**config.mk**
```make
export PLATFORM = sky130hd
export DESIGN_NAME = pwt_top
export DESIGN_NICKNAME = d
export VERILOG_FILES = /design/src/pwt_pkg.sv /design/src/pwt_hs_sync.sv /design/src/pwt_top.sv
export VERILOG_INCLUDE_DIRS = /design/src
export SDC_FILE = /design/constraint.sdc
export NUM_CORES = 1
export LEC_CHECK = 0
export BUFFER_PORTS_ARGS = -buffer_cell sky130_fd_sc_hd__buf_2
export CAP_MARGIN = 20
export CORE_MARGIN = 4
export CORE_UTILIZATION = 40
export CTS_BUF_LIST = sky130_fd_sc_hd__clkbuf_8
export DETAILED_ROUTE_END_ITERATION = 10
export PLACE_DENSITY = 0.61
export SETUP_SLACK_MARGIN = 0.02
export SYNTH_ARGS = -nofsm -noshare
export SYNTH_HDL_FRONTEND = slang
export SYNTH_HIERARCHICAL = 1
export SYNTH_SLANG_ARGS = --single-unit
```
**constraint.sdc**
```tcl
create_clock -name aclk -period 4.9 [get_ports aclk]
set_input_delay 1.225 -clock aclk [delete_from_list [all_inputs] [get_ports aclk]]
set_output_delay 1.225 -clock aclk [all_outputs]
set_load 0.01 [all_outputs]
```
**src/pwt_consts.svh**
```systemverilog
// Constants for the power waveform timer: offsets, fields, resets, counts
// Contract
// - Waveform counter is twelve bits wide.
// - Counter ticks from RC oscillator, external clock or system clock, by select field.
// - Counter core runs apart from the bus-side logic behind handshakes, on the same aclk.
// - Set and clear compares are byte pairs, double buffered, moved to core on the next control write or, while enabled, command write.
// - Two units drive own outputs; two extra outputs mirror either unit.
// - Two complementary waveform outputs, each with optional dead time.
// - Counter compared continuously; match and cycle end raise events.
// - Ten input modes, chosen per event input, steer outputs and counter.
// - Two capture channels, each holding its captured value double buffered.
// - Event inputs pass a programmable filter before use, except the async kill, which takes the raw input.
// - Debug halt stops counter and waveforms unless run-in-debug is set.
// - Fault inject during debug halt asserts fault on both event channels.
// - Each waveform cycle passes four states before returning.
// - Ramp modes zero the counter once, twice or four times per cycle.
// - Dual-slope counts up to top then back down.
// - Blanking ignores events, except the async kill, for programmable time in selectable cycle part.
// - Non-recoverable fault event overrides outputs at once, without clock edge.
// - Hardware emergency stop of outputs on fault, no software needed.
// - Outputs can drive a half bridge or a full bridge.
// - Standard order is dead first, on first, dead second, on second.
// - One ramp counts to unit-two clear value, restarts at zero.
// - Disable by clearing enable, or at cycle end by strobe.
`ifndef PWT_CONSTS_SVH
`define PWT_CONSTS_SVH
`define PWT_CNT_W      12
`define PWT_ADDR_W     8
`define PWT_OFF_CTRL   8'h00
`define PWT_OFF_CMD    8'h04
`define PWT_OFF_STATUS 8'h08
`define PWT_OFF_U1SET  8'h0C
`define PWT_OFF_U1CLR  8'h10
`define PWT_OFF_U2SET  8'h14
`define PWT_OFF_U2CLR  8'h18
`define PWT_OFF_INCFG  8'h1C
`define PWT_OFF_CAP1   8'h20
`define PWT_OFF_CAP2   8'h24
`define PWT_OFF_COUNT  8'h28
`define PWT_CMD_EOC    1
`define PWT_CMD_RST    2
`define PWT_CMD_CAP1   3
`define PWT_CMD_CAP2   4
`define PWT_CMD_W      5
`define PWT_ST_FLAG_LO 3
`define PWT_CTRL_W     10
`define PWT_INCFG_W    28
`define PWT_CTRL_RST   10'h000
`define PWT_INCFG_RST  28'h0000000
`define PWT_CNT_RST    12'h000
`define PWT_RESP_OK    2'h0
`define PWT_RESP_ERR   2'h2
`endif

```
**src/pwt_pkg.sv**
```systemverilog
// Types shared by the power waveform timer files
`include "pwt_consts.svh"
package pwt_pkg;
	typedef enum logic [3:0] {
		PWT_DT1 = 4'b0001,
		PWT_OT1 = 4'b0010,
		PWT_DT2 = 4'b0100,
		PWT_OT2 = 4'b1000
	} pwt_state_t;
	typedef enum logic [1:0] {
		PWT_ONE = 2'h0, PWT_TWO = 2'h1, PWT_FOUR = 2'h2, PWT_DUAL = 2'h3
	} pwt_wave_t;
	typedef enum logic [1:0] {
		PWT_SRC_RC = 2'h0, PWT_SRC_EXT = 2'h1, PWT_SRC_SYS = 2'h2, PWT_SRC_OFF = 2'h3
	} pwt_src_t;
	typedef enum logic [3:0] {
		PWT_IN_OFF = 4'h0, PWT_IN_CAP = 4'h1, PWT_IN_RST = 4'h2, PWT_IN_SKIP = 4'h3,
		PWT_IN_GATE = 4'h4, PWT_IN_GATE_RST = 4'h5, PWT_IN_LATCH = 4'h6,
		PWT_IN_CAP_RST = 4'h7, PWT_IN_ASYNC = 4'h8, PWT_IN_HALT = 4'h9
	} pwt_in_mode_t;
	typedef struct packed {
		logic      fourth_sel;
		logic      third_sel;
		logic      full_bridge;
		logic      fault_inj;
		logic      run_dbg;
		pwt_wave_t wave;
		pwt_src_t  src;
		logic      enable;
	} pwt_ctrl_t;
	typedef struct packed {
		logic [`PWT_CNT_W-1:0] u2clr;
		logic [`PWT_CNT_W-1:0] u2set;
		logic [`PWT_CNT_W-1:0] u1clr;
		logic [`PWT_CNT_W-1:0] u1set;
	} pwt_cmp_t;
	typedef struct packed {
		logic [`PWT_CNT_W-1:0] blank_len;
		logic [3:0]            blank_win;
		logic [3:0]            filt;
		pwt_in_mode_t          mode2;
		pwt_in_mode_t          mode1;
	} pwt_incfg_t;
	typedef struct packed {
		pwt_ctrl_t ctrl;
		pwt_cmp_t  cmp;
		logic      eoc;
		logic      restart;
		logic      cap1;
		logic      cap2;
	} pwt_xfer_t;
	typedef struct packed {
		logic gate;
		logic restart;
		logic skip;
		logic capture;
		logic halt;
		logic latch;
		logic async_kill;
	} pwt_act_t;
endpackage

```
**src/pwt_hs_sync.sv**
```systemverilog
// Toggle handshake carrying a held word from one side to the other
`timescale 1ns/10ps
module pwt_hs_sync #(
	parameter int W = 8
) (
	// Clock and reset
	input  wire logic         aclk,
	input  wire logic         aresetn,
	input  wire logic         ce,
	// Source side
	input  wire logic         src_load,
	input  wire logic [W-1:0] src_data,
	output logic              src_busy,
	// Destination side
	output logic              dst_valid,
	output logic [W-1:0]      dst_data
);
	logic [W-1:0] hold;
	logic         req;
	logic [1:0]   ack_s;
	logic [1:0]   req_s;
	logic         req_seen;

	initial if (W < 1) $error("pwt_hs_sync: W must be at least 1");

	// Busy until the destination acknowledges; hold never moves meanwhile
	assign src_busy = req ^ ack_s[1];

	// Source: launch a word, watch the acknowledge come back
	always_ff @(posedge aclk)
		if (!aresetn)
		begin
			hold  <= '0;
			req   <= 1'b0;
			ack_s <= 2'b00;
		end
		else if (ce)
		begin
			if (src_load && !src_busy)
			begin
				hold <= src_data;
				req  <= ~req;
			end
			ack_s <= {ack_s[0], req_seen};
		end

	// Destination: a toggle of the request marks a stable word
	always_ff @(posedge aclk)
		if (!aresetn)
		begin
			req_s     <= 2'b00;
			req_seen  <= 1'b0;
			dst_valid <= 1'b0;
			dst_data  <= '0;
		end
		else if (ce)
		begin
			req_s     <= {req_s[0], req};
			req_seen  <= req_s[1];
			dst_valid <= req_s[1] ^ req_seen;
			if (req_s[1] ^ req_seen)
				dst_data <= hold;
		end
endmodule

```
**src/pwt_top.sv**
```systemverilog
// Power waveform timer: AXI4-Lite registers, counter core, four waveform outputs
`timescale 1ns/10ps
`include "pwt_consts.svh"
module pwt_top #(
	parameter int CNT_W = `PWT_CNT_W
) (
	// Clock, reset, clock enable
	input  wire logic                   aclk,
	input  wire logic                   aresetn,
	input  wire logic                   ce,
	// AXI4-Lite slave
	input  wire logic [`PWT_ADDR_W-1:0] awaddr,
	input  wire logic                   awvalid,
	output logic                        awready,
	input  wire logic [31:0]            wdata,
	input  wire logic [3:0]             wstrb,
	input  wire logic                   wvalid,
	output logic                        wready,
	output logic [1:0]                  bresp,
	output logic                        bvalid,
	input  wire logic                   bready,
	input  wire logic [`PWT_ADDR_W-1:0] araddr,
	input  wire logic                   arvalid,
	output logic                        arready,
	output logic [31:0]                 rdata,
	output logic [1:0]                  rresp,
	output logic                        rvalid,
	input  wire logic                   rready,
	// Counter clock sources, sampled levels
	input  wire logic                   internal_rc_oscillator,
	input  wire logic                   ext_clk_in,
	// Debug and event inputs
	input  wire logic                   dbg_halt,
	input  wire logic [1:0]             event_in,
	// Waveform outputs and event pulses
	output logic                        wave_out_first,
	output logic                        wave_out_second,
	output logic                        wave_out_third,
	output logic                        wave_out_fourth,
	output logic                        evt_match1,
	output logic                        evt_match2,
	output logic                        evt_cycle_end
);
	import pwt_pkg::*;

	initial if (CNT_W != `PWT_CNT_W) $error("pwt_top: counter width is fixed");

	// Bus side state
	logic                   aw_full;
	logic                   w_full;
	logic [`PWT_ADDR_W-1:0] aw_a;
	logic [31:0]            w_d;
	logic [3:0]             w_s;
	pwt_ctrl_t              ctrl_q;
	pwt_cmp_t               cmp_q;
	pwt_incfg_t             incfg_q;
	logic [`PWT_CMD_W-1:0]  cmd_q;
	logic                   launch;
	logic [2:0]             flags;
	logic [CNT_W-1:0]       cap1_b;
	logic [CNT_W-1:0]       cap2_b;
	// Core side state
	pwt_ctrl_t              core_ctrl;
	pwt_cmp_t               core_cmp;
	pwt_state_t             state;
	logic [CNT_W-1:0]       cnt;
	logic                   down;
	logic                   core_run;
	logic                   eoc_pend;
	logic                   fault_lat;
	logic [CNT_W-1:0]       blank_cnt;
	logic [CNT_W-1:0]       cap1_c;
	logic [CNT_W-1:0]       cap2_c;
	logic                   cap_pend;
	logic                   rc_q;
	logic                   ext_q;
	logic                   o1_q;
	logic                   o2_q;
	logic                   o3_q;
	logic                   o4_q;
	// Event path per channel
	logic [1:0]             raw;
	logic [1:0]             filt_lvl;
	logic [3:0]             filt_cnt [2];
	logic [1:0]             evt;
	logic [1:0]             evt_q;
	logic [1:0]             rise;
	pwt_act_t               act [2];
	pwt_in_mode_t           mode [2];
	logic [1:0]             gate_v;
	logic [1:0]             rst_v;
	logic [1:0]             skip_v;
	logic [1:0]             cap_v;
	logic [1:0]             halt_v;
	logic [1:0]             latch_v;
	logic [1:0]             akill_v;

	// Input mode decode; level actions versus edge actions
	function automatic pwt_act_t mode_act(input pwt_in_mode_t m);
		mode_act = '0;
		case (m)
			PWT_IN_CAP:      mode_act.capture = 1'b1;
			PWT_IN_RST:      mode_act.restart = 1'b1;
			PWT_IN_SKIP:     mode_act.skip = 1'b1;
			PWT_IN_GATE:     mode_act.gate = 1'b1;
			PWT_IN_GATE_RST:
			begin
				mode_act.gate    = 1'b1;
				mode_act.restart = 1'b1;
			end
			PWT_IN_LATCH:    mode_act.latch = 1'b1;
			PWT_IN_CAP_RST:
			begin
				mode_act.capture = 1'b1;
				mode_act.restart = 1'b1;
			end
			PWT_IN_ASYNC:
			begin
				mode_act.async_kill = 1'b1;
				mode_act.latch      = 1'b1;
			end
			PWT_IN_HALT:     mode_act.halt = 1'b1;
			default:         mode_act = '0;
		endcase
	endfunction

	// Address decode shared by reads and writes
	function automatic logic is_mapped(input logic [`PWT_ADDR_W-1:0] a);
		is_mapped = (a <= `PWT_OFF_COUNT) && (a[1:0] == 2'b00);
	endfunction

	// Handshake wires
	pwt_xfer_t xout;
	pwt_xfer_t xin;
	logic      xv;
	logic      hs_busy;
	logic      busy;
	logic      cap_busy;
	logic      cap_v_b;
	logic      cap_load;
	logic [2*CNT_W-1:0] cap_in;

	assign busy = launch | hs_busy;
	assign xout = '{ctrl: ctrl_q, cmp: cmp_q, eoc: cmd_q[`PWT_CMD_EOC],
		restart: cmd_q[`PWT_CMD_RST], cap1: cmd_q[`PWT_CMD_CAP1], cap2: cmd_q[`PWT_CMD_CAP2]};
	assign cap_load = cap_pend & ~cap_busy;

	// Control and compares into the core, one packet at a time
	pwt_hs_sync #(.W($bits(pwt_xfer_t))) u_cfg_sync (
		.aclk      (aclk),
		.aresetn   (aresetn),
		.ce        (ce),
		.src_load  (launch),
		.src_data  (xout),
		.src_busy  (hs_busy),
		.dst_valid (xv),
		.dst_data  (xin)
	);

	// Captured values back to the bus side as one word pair
	pwt_hs_sync #(.W(2*CNT_W)) u_cap_sync (
		.aclk      (aclk),
		.aresetn   (aresetn),
		.ce        (ce),
		.src_load  (cap_load),
		.src_data  ({cap2_c, cap1_c}),
		.src_busy  (cap_busy),
		.dst_valid (cap_v_b),
		.dst_data  (cap_in)
	);

	// Write address decode
	wire sel_ctrl = aw_a == `PWT_OFF_CTRL;
	wire sel_cmd  = aw_a == `PWT_OFF_CMD;
	wire sel_st   = aw_a == `PWT_OFF_STATUS;
	wire sel_u1s  = aw_a == `PWT_OFF_U1SET;
	wire sel_u1c  = aw_a == `PWT_OFF_U1CLR;
	wire sel_u2s  = aw_a == `PWT_OFF_U2SET;
	wire sel_u2c  = aw_a == `PWT_OFF_U2CLR;
	wire sel_inc  = aw_a == `PWT_OFF_INCFG;
	wire wr_go    = aw_full & w_full & ~bvalid;
	wire wr_cmp   = wr_go & ~busy;
	wire [2:0] flag_clr = (wr_go & sel_st) ? w_d[`PWT_ST_FLAG_LO +: 3] : 3'b000;

	// Compare byte pair merge: low lane, then the high nibble lane
	function automatic logic [CNT_W-1:0] merge(input logic [CNT_W-1:0] old,
		input logic [31:0] d, input logic [3:0] s);
		merge = {s[1] ? d[CNT_W-1:8] : old[CNT_W-1:8], s[0] ? d[7:0] : old[7:0]};
	endfunction

	// AXI handshakes: each ready is a single-cycle pulse from a flop
	always_ff @(posedge aclk)
		if (!aresetn)
		begin
			awready <= 1'b0;
			wready  <= 1'b0;
			aw_full <= 1'b0;
			w_full  <= 1'b0;
			aw_a    <= '0;
			w_d     <= '0;
			w_s     <= '0;
			bvalid  <= 1'b0;
			bresp   <= `PWT_RESP_OK;
		end
		else if (ce)
		begin
			awready <= ~awready & awvalid & ~aw_full & ~bvalid;
			wready  <= ~wready & wvalid & ~w_full & ~bvalid;
			if (awvalid && awready)
			begin
				aw_full <= 1'b1;
				aw_a    <= awaddr;
			end
			if (wvalid && wready)
			begin
				w_full <= 1'b1;
				w_d    <= wdata;
				w_s    <= wstrb;
			end
			if (wr_go)
			begin
				aw_full <= 1'b0;
				w_full  <= 1'b0;
				bvalid  <= 1'b1;
				bresp   <= is_mapped(aw_a) ? `PWT_RESP_OK : `PWT_RESP_ERR;
			end
			else if (bready)
				bvalid <= 1'b0;
		end

	// Register writes; control, command and compare writes while a transfer is under way are dropped
	always_ff @(posedge aclk)
		if (!aresetn)
		begin
			ctrl_q  <= `PWT_CTRL_RST;
			cmp_q   <= '0;
			incfg_q <= `PWT_INCFG_RST;
			cmd_q   <= '0;
			launch  <= 1'b0;
		end
		else if (ce)
		begin
			if (launch && !hs_busy)
			begin
				launch <= 1'b0;
				cmd_q  <= '0;
			end
			if (wr_cmp && sel_ctrl)
			begin
				if (!ctrl_q.enable)
					ctrl_q <= w_d[`PWT_CTRL_W-1:0];
				else
					ctrl_q.enable <= w_d[0];
				launch <= 1'b1;
			end
			if (wr_cmp && sel_cmd && ctrl_q.enable)
			begin
				cmd_q  <= w_d[`PWT_CMD_W-1:0];
				launch <= 1'b1;
			end
			if (wr_cmp && sel_u1s)
				cmp_q.u1set <= merge(cmp_q.u1set, w_d, w_s);
			if (wr_cmp && sel_u1c)
				cmp_q.u1clr <= merge(cmp_q.u1clr, w_d, w_s);
			if (wr_cmp && sel_u2s)
				cmp_q.u2set <= merge(cmp_q.u2set, w_d, w_s);
			if (wr_cmp && sel_u2c)
				cmp_q.u2clr <= merge(cmp_q.u2clr, w_d, w_s);
			if (wr_go && sel_inc && !ctrl_q.enable)
				incfg_q <= w_d[`PWT_INCFG_W-1:0];
		end

	// Sticky event flags; a new event beats a clear in the same cycle
	always_ff @(posedge aclk)
		if (!aresetn)
		begin
			flags  <= 3'b000;
			cap1_b <= '0;
			cap2_b <= '0;
		end
		else if (ce)
		begin
			flags <= (flags & ~flag_clr) | {evt_cycle_end, evt_match2, evt_match1};
			if (cap_v_b)
			begin
				cap1_b <= cap_in[CNT_W-1:0];
				cap2_b <= cap_in[2*CNT_W-1:CNT_W];
			end
		end

	// Read side
	wire [31:0] st_word = {25'h0, fault_lat, flags, core_run, ~busy, ~busy};
	wire [31:0] rd_word =
		(araddr == `PWT_OFF_CTRL)   ? {22'h0, ctrl_q} :
		(araddr == `PWT_OFF_STATUS) ? st_word :
		(araddr == `PWT_OFF_U1SET)  ? {20'h0, cmp_q.u1set} :
		(araddr == `PWT_OFF_U1CLR)  ? {20'h0, cmp_q.u1clr} :
		(araddr == `PWT_OFF_U2SET)  ? {20'h0, cmp_q.u2set} :
		(araddr == `PWT_OFF_U2CLR)  ? {20'h0, cmp_q.u2clr} :
		(araddr == `PWT_OFF_INCFG)  ? {4'h0, incfg_q} :
		(araddr == `PWT_OFF_CAP1)   ? {20'h0, cap1_b} :
		(araddr == `PWT_OFF_CAP2)   ? {20'h0, cap2_b} :
		(araddr == `PWT_OFF_COUNT)  ? {20'h0, cnt} : 32'h00000000;

	// AXI read channel
	always_ff @(posedge aclk)
		if (!aresetn)
		begin
			arready <= 1'b0;
			rvalid  <= 1'b0;
			rdata   <= 32'h00000000;
			rresp   <= `PWT_RESP_OK;
		end
		else if (ce)
		begin
			arready <= ~arready & arvalid & ~rvalid;
			if (arvalid && arready)
			begin
				rvalid <= 1'b1;
				rdata  <= rd_word;
				rresp  <= is_mapped(araddr) ? `PWT_RESP_OK : `PWT_RESP_ERR;
			end
			else if (rready)
				rvalid <= 1'b0;
		end

	// Counter tick from the selected source: every cycle for the system clock, edges of sampled levels for RC and external
	wire rc_rise  = internal_rc_oscillator & ~rc_q;
	wire ext_rise = ext_clk_in & ~ext_q;
	wire tick     = (core_ctrl.src == PWT_SRC_SYS) |
		(core_ctrl.src == PWT_SRC_RC & rc_rise) | (core_ctrl.src == PWT_SRC_EXT & ext_rise);
	wire halted   = dbg_halt & ~core_ctrl.run_dbg;
	wire inject   = dbg_halt & core_ctrl.fault_inj;
	wire step     = core_run & tick & ~halted & ~(|halt_v);

	// Per channel: filter, blanking, mode action
	assign mode[0] = incfg_q.mode1;
	assign mode[1] = incfg_q.mode2;
	for (genvar i = 0; i < 2; i++)
	begin : g_evt
		assign raw[i]     = event_in[i] | inject;
		assign evt[i]     = filt_lvl[i] & ~(|blank_cnt);
		assign rise[i]    = evt[i] & ~evt_q[i];
		assign act[i]     = mode_act(mode[i]);
		assign gate_v[i]  = evt[i] & act[i].gate;
		assign halt_v[i]  = evt[i] & act[i].halt;
		assign rst_v[i]   = rise[i] & act[i].restart;
		assign skip_v[i]  = rise[i] & act[i].skip;
		assign cap_v[i]   = rise[i] & act[i].capture;
		assign latch_v[i] = rise[i] & act[i].latch;
		assign akill_v[i] = raw[i] & act[i].async_kill;
		// Level must differ for filt+1 cycles before it is taken
		always_ff @(posedge aclk)
			if (!aresetn)
			begin
				filt_cnt[i] <= 4'h0;
				filt_lvl[i] <= 1'b0;
				evt_q[i]    <= 1'b0;
			end
			else if (ce)
			begin
				evt_q[i] <= evt[i];
				if (raw[i] == filt_lvl[i])
					filt_cnt[i] <= 4'h0;
				else if (filt_cnt[i] >= incfg_q.filt)
				begin
					filt_lvl[i] <= raw[i];
					filt_cnt[i] <= 4'h0;
				end
				else
					filt_cnt[i] <= filt_cnt[i] + 4'h1;
			end
	end

	// Cycle state compare target per waveform mode
	wire dual = core_ctrl.wave == PWT_DUAL;
	wire [CNT_W-1:0] thr =
		(state == PWT_DT1) ? core_cmp.u1set :
		(state == PWT_OT1) ? (dual ? core_cmp.u2clr : core_cmp.u1clr) :
		(state == PWT_DT2) ? core_cmp.u2set :
		(dual ? `PWT_CNT_RST : core_cmp.u2clr);
	wire hit      = cnt == thr;
	wire half_end = (state == PWT_OT1) | (state == PWT_OT2);
	wire zero_cnt = hit & ((core_ctrl.wave == PWT_FOUR) |
		(core_ctrl.wave == PWT_TWO & half_end) | (core_ctrl.wave == PWT_ONE & state == PWT_OT2));
	wire dir_dn   = down ^ (dual & hit & half_end);
	wire cyc_end  = step & hit & (state == PWT_OT2);
	wire en_rise  = xv & xin.ctrl.enable & ~core_run;
	wire do_rst   = en_rise | (xv & xin.restart) | (|rst_v);
	wire cap_now1 = (xv & xin.cap1) | cap_v[0];
	wire cap_now2 = (xv & xin.cap2) | cap_v[1];
	wire blank_ld = step & hit & (|({state[2:0], state[3]} & incfg_q.blank_win));
	wire kill     = (|gate_v) | fault_lat | ~core_run;
	wire u1_on    = ~kill & (state == PWT_OT1);
	wire u2_on    = ~kill & (state == PWT_OT2);
	wire akill    = |akill_v;

	// Counter and cycle state
	always_ff @(posedge aclk)
		if (!aresetn)
		begin
			cnt   <= `PWT_CNT_RST;
			state <= PWT_DT1;
			down  <= 1'b0;
		end
		else if (ce)
		begin
			if (do_rst)
			begin
				cnt   <= `PWT_CNT_RST;
				state <= PWT_DT1;
				down  <= 1'b0;
			end
			else if (|skip_v)
				state <= PWT_DT2;
			else if (step)
			begin
				cnt  <= zero_cnt ? `PWT_CNT_RST : dir_dn ? cnt - 12'h001 : cnt + 12'h001;
				down <= dir_dn;
				if (hit)
					state <= pwt_state_t'({state[2:0], state[3]});
			end
		end

	// Core control, enable, faults, blanking, captures
	always_ff @(posedge aclk)
		if (!aresetn)
		begin
			core_ctrl <= `PWT_CTRL_RST;
			core_cmp  <= '0;
			core_run  <= 1'b0;
			eoc_pend  <= 1'b0;
			fault_lat <= 1'b0;
			blank_cnt <= '0;
			cap1_c    <= '0;
			cap2_c    <= '0;
			cap_pend  <= 1'b0;
			rc_q      <= 1'b0;
			ext_q     <= 1'b0;
		end
		else if (ce)
		begin
			rc_q  <= internal_rc_oscillator;
			ext_q <= ext_clk_in;
			if (xv)
			begin
				core_ctrl <= xin.ctrl;
				core_cmp  <= xin.cmp;
				core_run  <= xin.ctrl.enable;
				eoc_pend  <= xin.eoc & xin.ctrl.enable;
			end
			else if (cyc_end && eoc_pend)
			begin
				core_run <= 1'b0;
				eoc_pend <= 1'b0;
			end
			if (|latch_v)
				fault_lat <= 1'b1;
			else if (do_rst)
				fault_lat <= 1'b0;
			if (blank_ld)
				blank_cnt <= incfg_q.blank_len;
			else if (tick && (|blank_cnt) && !halted)
				blank_cnt <= blank_cnt - 12'h001;
			if (cap_now1)
				cap1_c <= cnt;
			if (cap_now2)
				cap2_c <= cnt;
			if (cap_now1 || cap_now2)
				cap_pend <= 1'b1;
			else if (cap_load)
				cap_pend <= 1'b0;
		end

	// Output flops and event pulses
	always_ff @(posedge aclk)
		if (!aresetn)
		begin
			o1_q          <= 1'b0;
			o2_q          <= 1'b0;
			o3_q          <= 1'b0;
			o4_q          <= 1'b0;
			evt_match1    <= 1'b0;
			evt_match2    <= 1'b0;
			evt_cycle_end <= 1'b0;
		end
		else if (ce)
		begin
			o1_q          <= u1_on;
			o2_q          <= u2_on;
			o3_q          <= (core_ctrl.full_bridge | core_ctrl.third_sel) ? u2_on : u1_on;
			o4_q          <= (~core_ctrl.full_bridge & core_ctrl.fourth_sel) ? u2_on : u1_on;
			evt_match1    <= step & hit & (state == PWT_DT1);
			evt_match2    <= step & hit & (state == PWT_DT2);
			evt_cycle_end <= cyc_end;
		end

	// Fault override acts without waiting for any edge
	assign wave_out_first  = o1_q & ~akill;
	assign wave_out_second = o2_q & ~akill;
	assign wave_out_third  = o3_q & ~akill;
	assign wave_out_fourth = o4_q & ~akill;
endmodule

```
==> results of run 1 <==
worst register-to-register path: cells and delay by family, from the launching register on:
family	cells	cell delay (ns)
buffers and inverters	1	0.19
XOR/XNOR	3	0.75
flip-flops	1	0.36
adder cells (fa/ha/maj)	1	0.28
AO/OA/AOI/OAI	11	1.93
AND/OR/NAND/NOR	4	1.09
registers in the layout, summed over array words and instances (netlist names), 24 cells and up:
signal and count:
core_cmp 48, u_cap_sync/hold 24, cmp_q 48, u_cfg_sync/hold 62
rdata 28, incfg_q 28, u_cap_sync/dst_data 24, u_cfg_sync/dst_data 62
w_d 28
logic make-up after synthesis:
kind of cell / Yosys count / synth area share (%)
AND/OR/NAND/NOR: 1069 / 21.1
buffers and inverters: 213 / 4.62
XOR/XNOR: 29 / 1.26
multiplexers: 265 / 12.1
other: 1 / 0.0171
flip-flops: 514 / 47.3
AO/OA/AOI/OAI: 445 / 12.3
adder cells (fa/ha/maj): 22 / 1.29
power by group through the flow:
stage,combinational [mW],clock (mW),sequential [mW]
4_1_cts,0.408,3.80,4.26
6_report,0.412,3.72,4.26
3_3_place_gp,0.399,0,4.35
2_1_floorplan,0.296,0,4.34
5_1_grt,0.452,3.98,4.26
3_5_place_dp,0.406,0,4.35
final cells by class:
cell class	instances	area (um2)	share of cell area (%)
sequential	514	10400	41.2
timing repair buffer	197	1360	5.40
inverter	32	128	0.507
clock inverter	44	233	0.925
clock buffer	105	1450	5.74
multi-input combinational	1836	10800	42.7
tap	696	871	3.46
routing by layer:
layer / part of all wire (%) / vias to the layer above / global-route usage (%)
li1: - / 8967 / -
met1: 46 / 8948 / 30.6
met2: 44 / 626 / 33.4
met3: 7.5 / 111 / 4.47
met4: 2.8 / 0 / 7.39
met5: 0 / - / 0
what timing repair did:
action	CTS	global route
setup endpoints to repair	2	3
gates resized for setup	12	43
pin swaps	3	38
setup buffers	1	7
metrics by stage:
step                instances  util, %  setup WS [ns]  TNS [ns]
global route             3424     46.6        -0.0239   -0.0239
CTS                      3416     46.1         0.0337         0
detailed placement       3266     42.9        -0.0607   -0.0607
floorplan                2563        -         0.0325         0
finish                   3424     46.6          0.197         0
global placement         3266     42.9        -0.0783   -0.0783
worst max path at each step:
| stage | start | end | slack (ns) | cells past startpoint |
|---|---|---|---|---|
| 2_1_floorplan | state[0] | cnt[10] | 0.03 | 20 |
| 3_3_place_gp | state[0] | cnt[10] | -0.08 | 19 |
| 3_5_place_dp | state[2] | cnt[10] | -0.06 | 19 |
| 4_1_cts | state[0] | cnt[10] | 0.03 | 22 |
| 5_1_grt | state[0] | cnt[11] | -0.02 | 20 |
| 6_report | state[1] | cnt[11] | 0.20 | 20 |
cell usage in the layout (no fill, tap or decap), types with 6 or more instances in the layout:
| cell | instances |
|---|---|
| a221oi_1 | 16 |
| edfxtp_1 | 8 |
| or3_1 | 10 |
| inv_1 | 62 |
| ha_1 | 21 |
| mux2i_1 | 263 |
| nor4_1 | 10 |
| or4_1 | 6 |
| a22oi_1 | 32 |
| nor2b_1 | 21 |
| and3_1 | 13 |
| nand2_1 | 688 |
| conb_1 | 6 |
| nand4_1 | 13 |
| nor3_1 | 9 |
| buf_4 | 84 |
| a21o_1 | 8 |
| buf_2 | 99 |
| and2_1 | 19 |
| buf_12 | 6 |
| nand2b_1 | 12 |
| or2_2 | 6 |
| dfxtp_1 | 502 |
| nor3b_1 | 8 |
| a31oi_1 | 8 |
| nand3_1 | 55 |
| a21oi_2 | 8 |
| a222oi_1 | 14 |
| xor2_1 | 13 |
| a21oi_1 | 253 |
| nor2_1 | 156 |
| xnor2_1 | 13 |
| o21ai_0 | 38 |
| clkbuf_8 | 105 |
==> flow_summary_export.csv, run 1 <==
group,metric,value,unit
outcome,status,"finished clean",
timing,slew-limit-headroom,27.9,%
route,ant_nets,0,
timing,layout_min_cycle_time,4.70,ns
route,vias_per_cell,5.45,
logic_synthesis,synth.largest_area_cell,"dfxtp_1",
pwr,p_total,8.39,mW
setup_path,cp_top_family,"compound AO/OA/AOI/OAI gates",
setup_path,crit_path_start_kind,"register",
floorplan,fp.dieW,242,um
finish,finalNetCount,2753,
logic_synthesis,ys_ff_latch,514,
place,numPortBuffers,100,
logic_synthesis,ys.flop_type,"dfxtp_1",
timing,slew_viol_final,0,
timing,fmax,0.213,GHz
route,drt_first_pass_iters,6,
setup_path,r2r_slack,0.20,ns
pwr,swShare,24.4,%
pwr,clkPwrFrac,44.3,%
grt,grt_max_degree,131,
timing,tightest_slew,1.08,ns
setup_path,path_cells,"buf_4 -> xnor2_1 -> o21ai_4 -> o221ai_4 -> and2_1 -> o31a_1 -> or4_4 -> nor4_4 -> xor2_2 -> ha_1 -> a21o_1 -> a21o_1 -> a21oi_2 -> o21ai_2 -> a211oi_2 -> o21bai_1 -> a21oi_1 -> xnor3_1 -> nand4b_1 -> o211ai_1",
clock_network,path_clk_slew,0.06,ns
clock_network,cts_max_level,3,
setup_path,path_buf_inv,1,
route,drt-initial-drc-count,1561,
setup_path,cp.arrival,5.26,ns
pwr,power_switching,2.05,mW
setup_path,worst_setup_path_end_kind,"register",
floorplan,dieArea,58600,um2
clock_network,cts_tree,"yes",
route,wl,66500,um
setup_path,cpPeakStageDelay,0.57,ns
logic_synthesis,synthCells,2558,
finish,final_cell_area,25200,um2
job,cap_violations,0,
finish,drive_gt1_share,13.9,%
logic_synthesis,yosysTopAreaCellShare,46.2,%
logic_synthesis,seq_area_frac_synth,47.3,%
setup_path,cpMaxStageDelayCell,"or4_4",
route,vias,18700,
floorplan,core-area,54000,um2
pwr,sequentialPowerShare,50.7,%
logic_synthesis,synthesis.area,21900,um2
timing,hold_slack,0.435,ns
route,wire_per_inst,19.4,um
clock_network,hold_buffers,0,
finish,area_growth,14.8,%
setup_path,cpMostUsedCell,"a21o_1",
floorplan,chipHeight,242,um
floorplan,ios,113,
setup_path,path_max_fanout,12,
setup_path,reg2reg_depth,20,
floorplan,row_count,85,
grt,globalRouteOverflowTotal,0,
clock_network,cts_buffers,85,
timing,fin_skew,0.0300,ns
worst_hold_path,hold_path.startpoint,"u_cap_sync/dst_data[9]",
logic_synthesis,yosysWarnings,6,
logic_synthesis,synth_common_cells,"nand2_1 (690), dfxtp_1 (506), mux2i_1 (263)",
setup_path,r2r-end,"cnt[11]",
timing,hold_violations,0,
clock_network,clk_path_buf_depth,3,
logic_synthesis,synth_edf_count,8,
pwr,p_leak,9.60,nW
place,post_dp_cell_area,23200,um2
logic_synthesis,avgSynthCellArea,8.57,um2
pwr,intPower,6.34,mW
place,dp.final_hpwl,47100,um
finish,n_antenna_cell,0,
logic_synthesis,synth.distinct_cells,81,
worst_hold_path,holdPathStages,2,
worst_hold_path,holdCritPathClass,"register to register",
timing,post-route-period-util,96.0,%
finish,n_fill_cell,5291,
floorplan,start_util,40.6,%
grt,grt_pass1_vias,17400,
timing,setup_viol,0,
logic_synthesis,synth_most_common_cell,"nand2_1",
pwr,ir_drop,217,uV
logic_synthesis,async_flop_share,0,%
logic_synthesis,synth.area.top_cells,"dfxtp_1 (46%), mux2i_1 (12%), nand2_1 (12%)",
pwr,power_density,333,nW/um2
clock_network,cts_root_buffer,"clkbuf_8",
setup_path,critPathKind,"register to register",
worst_hold_path,min_to,"cap1_b[9]",
grt,grt_pass1_wl,102000,um
grt,grt_use_total,21.8,%
clock_network,clock-sinks,514,
place,place_congestion,0.907,
pwr,combPwrFrac,4.9,%
grt,antenna_found_initial,0,
setup_path,worst_ep_required_time,5.46,ns
route,route.detailed.drc,0,
clock_network,worstSkewPairLatency,0.69,ns
setup_path,reg2reg_from,"state[1]",
(Power assumes the default switching activity.)
==> inputs of run 2 (changes only) <==
CORE_MARGIN = 2   (was 4)
PLACE_DENSITY = unset   (was 0.61)
==> run 2 against run 1 <==
  * Non-clock buffer count rose by 1
  * Hold slack improved by 0.0035 ns
  * Highest routed layer unchanged
  * Core utilization shrank 0.50 points
  * Largest power group unchanged
  * Sequential power hardly changed
  * Critical path type unchanged
  * Critical endpoint unchanged
  * Wire length fell by 0.26%
  * Count of clock-buffer cells in the layout is 6 lower
  * Clock skew decreased by 0.011 ns
==> flow_summary_export.csv, run 2 (synthesis results as in run 1) <==
group,metric,value,unit
finish,n_fill_cell,5301,
grt,antenna_found_initial,2,
setup_path,path_buf_inv,2,
floorplan,fp.dieW,238,um
clock_network,worstSkewPairLatency,0.67,ns
place,dp.final_hpwl,46500,um
pwr,p_total,8.19,mW
timing,fin_skew,0.0192,ns
finish,final_cell_mix,"nand2_1 (689), dfxtp_1 (503), mux2i_1 (263)",
worst_hold_path,holdCritPathClass,"register to register",
timing,hold_violations,0,
setup_path,crit_start,"state[0]",
floorplan,row_count,85,
clock_network,clock-sinks,514,
clock_network,cts_tree,"yes",
setup_path,worst_setup_path_end_kind,"register",
job,cap_violations,0,
route,vias_per_cell,5.41,
finish,area_growth,13.6,%
grt,globalRouteOverflowTotal,0,
floorplan,ios,113,
pwr,intPower,6.18,mW
floorplan,core-area,54000,um2
setup_path,cp_top_family,"compound AO/OA/AOI/OAI gates",
finish,multiInputGateArea,10600,um2
timing,rsz0062_at_grt,"no",
setup_path,reg2reg_from,"state[0]",
setup_path,cpMaxStageDelayCell,"or4b_4",
pwr,combPwrFrac,5.1,%
floorplan,chipHeight,238,um
timing,tightest_slew,1.08,ns
finish,largestRegisters,"u_cfg_sync/dst_data x62, u_cfg_sync/hold x62",
setup_path,reg2reg_depth,21,
timing,fmax,0.215,GHz
timing,post-route-period-util,95.0,%
grt,grt_pass1_wl,101000,um
setup_path,crit_cells,21,
pwr,power_density,329,nW/um2
setup_path,path_cells,"or4b_4 -> buf_4 -> o32ai_1 -> a211o_1 -> o2111a_1 -> nand4_1 -> o31a_1 -> nor4_4 -> xor2_2 -> buf_4 -> ha_1 -> a21o_1 -> a21o_1 -> a21oi_2 -> o21ai_2 -> a211oi_2 -> o21bai_1 -> a21oi_1 -> xnor3_1 -> nand4b_1 -> o211ai_1",
pwr,swShare,24.6,%
grt,grt_max_degree,148,
outcome,status,"finished clean",
clock_network,clk_path_buf_depth,3,
timing,layout_min_cycle_time,4.65,ns
clock_network,cts_root_buffer,"clkbuf_8",
timing,slew_viol_final,0,
setup_path,r2r-end,"cnt[11]",
pwr,ir_drop,168,uV
clock_network,cts_buffers,83,
finish,seq_area,10400,um2
pwr,clkPwrFrac,42.9,%
setup_path,cpPeakStageDelay,0.57,ns
route,ant_nets,0,
clock_network,cts_max_level,3,
timing,setup_viol,0,
setup_path,cp-endpoint,"cnt[11]",
finish,mostFrequentLayoutCell,"nand2_1",
clock_network,hold_buffers,0,
setup_path,cp.arrival,5.20,ns
clock_network,path_clk_slew,0.06,ns
grt,grt_pass1_vias,17600,
timing,slew-limit-headroom,28.0,%
route,drt-initial-drc-count,1597,
floorplan,dieArea,56700,um2
worst_hold_path,hold_path.startpoint,"u_cap_sync/dst_data[4]",
route,wl,66400,um
pwr,sequentialPowerShare,52.0,%
floorplan,start_util,40.6,%
finish,finalNetCount,2752,
place,place_congestion,0.884,
grt,grt_use_total,23.0,%
pwr,p_leak,9.50,nW
route,wire_per_inst,19.4,um
timing,finalSetupTns,0,ns
route,drt_first_pass_iters,5,
finish,drive_gt1_share,13.2,%
route,route.detailed.drc,0,
setup_path,crit_path_start_kind,"register",
pwr,power_switching,2.01,mW
setup_path,critPathKind,"register to register",
place,numPortBuffers,100,
setup_path,worst_ep_required_time,5.44,ns
setup_path,path_max_fanout,6,
route,vias,18500,
setup_path,r2r_slack,0.25,ns
run 2: cell types whose count changed in the layout (fill, tap and decap cells not counted), moves of 3 or more:
cell,delta
clkbuf_8,-6
buf_6,-5
inv_1,-4
a21oi_2,-4
diode_2,+3
clkinv_2,+4
a21oi_1,+5
buf_4,+7
run 2: through the flow:
step                      instances  setup WS (ns)  util (%)  instance area (um2)  hold WS, ns
final                          3418          0.247      46.1                24900        0.439
after global routing           3417         0.0220      46.1                24900        0.472
after detailed placement       3274         -0.123      43.1                23300        0.445
after floorplan                2563         0.0325         -                21900        0.431
after global placement         3273        -0.0529      43.0                23200        0.439
after CTS                      3416         0.0132      46.0                24900        0.440
run 2: worst min-delay path, cell delays in order (launching register included):
cell and delay, ns:
dfxtp_1 0.31, nand2_1 0.05, a21oi_1 0.05
run 2: routing by layer:
metal,share of wire (%),up-vias,track usage [%]
met5,0,-,0
met4,3.7,0,9.28
met3,6.3,136,4.94
met2,44,524,35.4
met1,46,8904,31.5
li1,-,8941,-
run 2: timing repair:
item,in CTS,in global routing
setup buffers,3,0
setup endpoints to repair,3,5
pin swaps,5,7
gates resized for setup,15,12
run 2: how the worst min path moves through the flow:
stage	to	slack [ns]	cells after the start
2_1_floorplan	aw_a[6]	0.43	2
3_3_place_gp	rdata[26]	0.44	2
3_5_place_dp	rdata[18]	0.45	2
4_1_cts	cap1_b[4]	0.44	2
5_1_grt	core_cmp[18]	0.47	2
6_report	cap1_b[4]	0.44	2
run 2: cell type report:
cell class,instances,area share [%]
Timing Repair Buffer,198,5.36
Multi-Input combinational cell,1836,42.7
Tap cell,696,3.50
Clock buffer,99,5.47
Antenna cell,3,0.0301
Clock inverter,40,0.729
Sequential cell,514,41.7
Inverter,32,0.512
run 2: power groups by stage:
stage	Clock, mW	Sequential (mW)	Combinational (mW)
floorplan	0	4.34	0.296
global placement	0	4.35	0.406
detailed placement	0	4.35	0.411
CTS	3.59	4.26	0.413
global route	3.77	4.26	0.460
finish	3.51	4.26	0.417
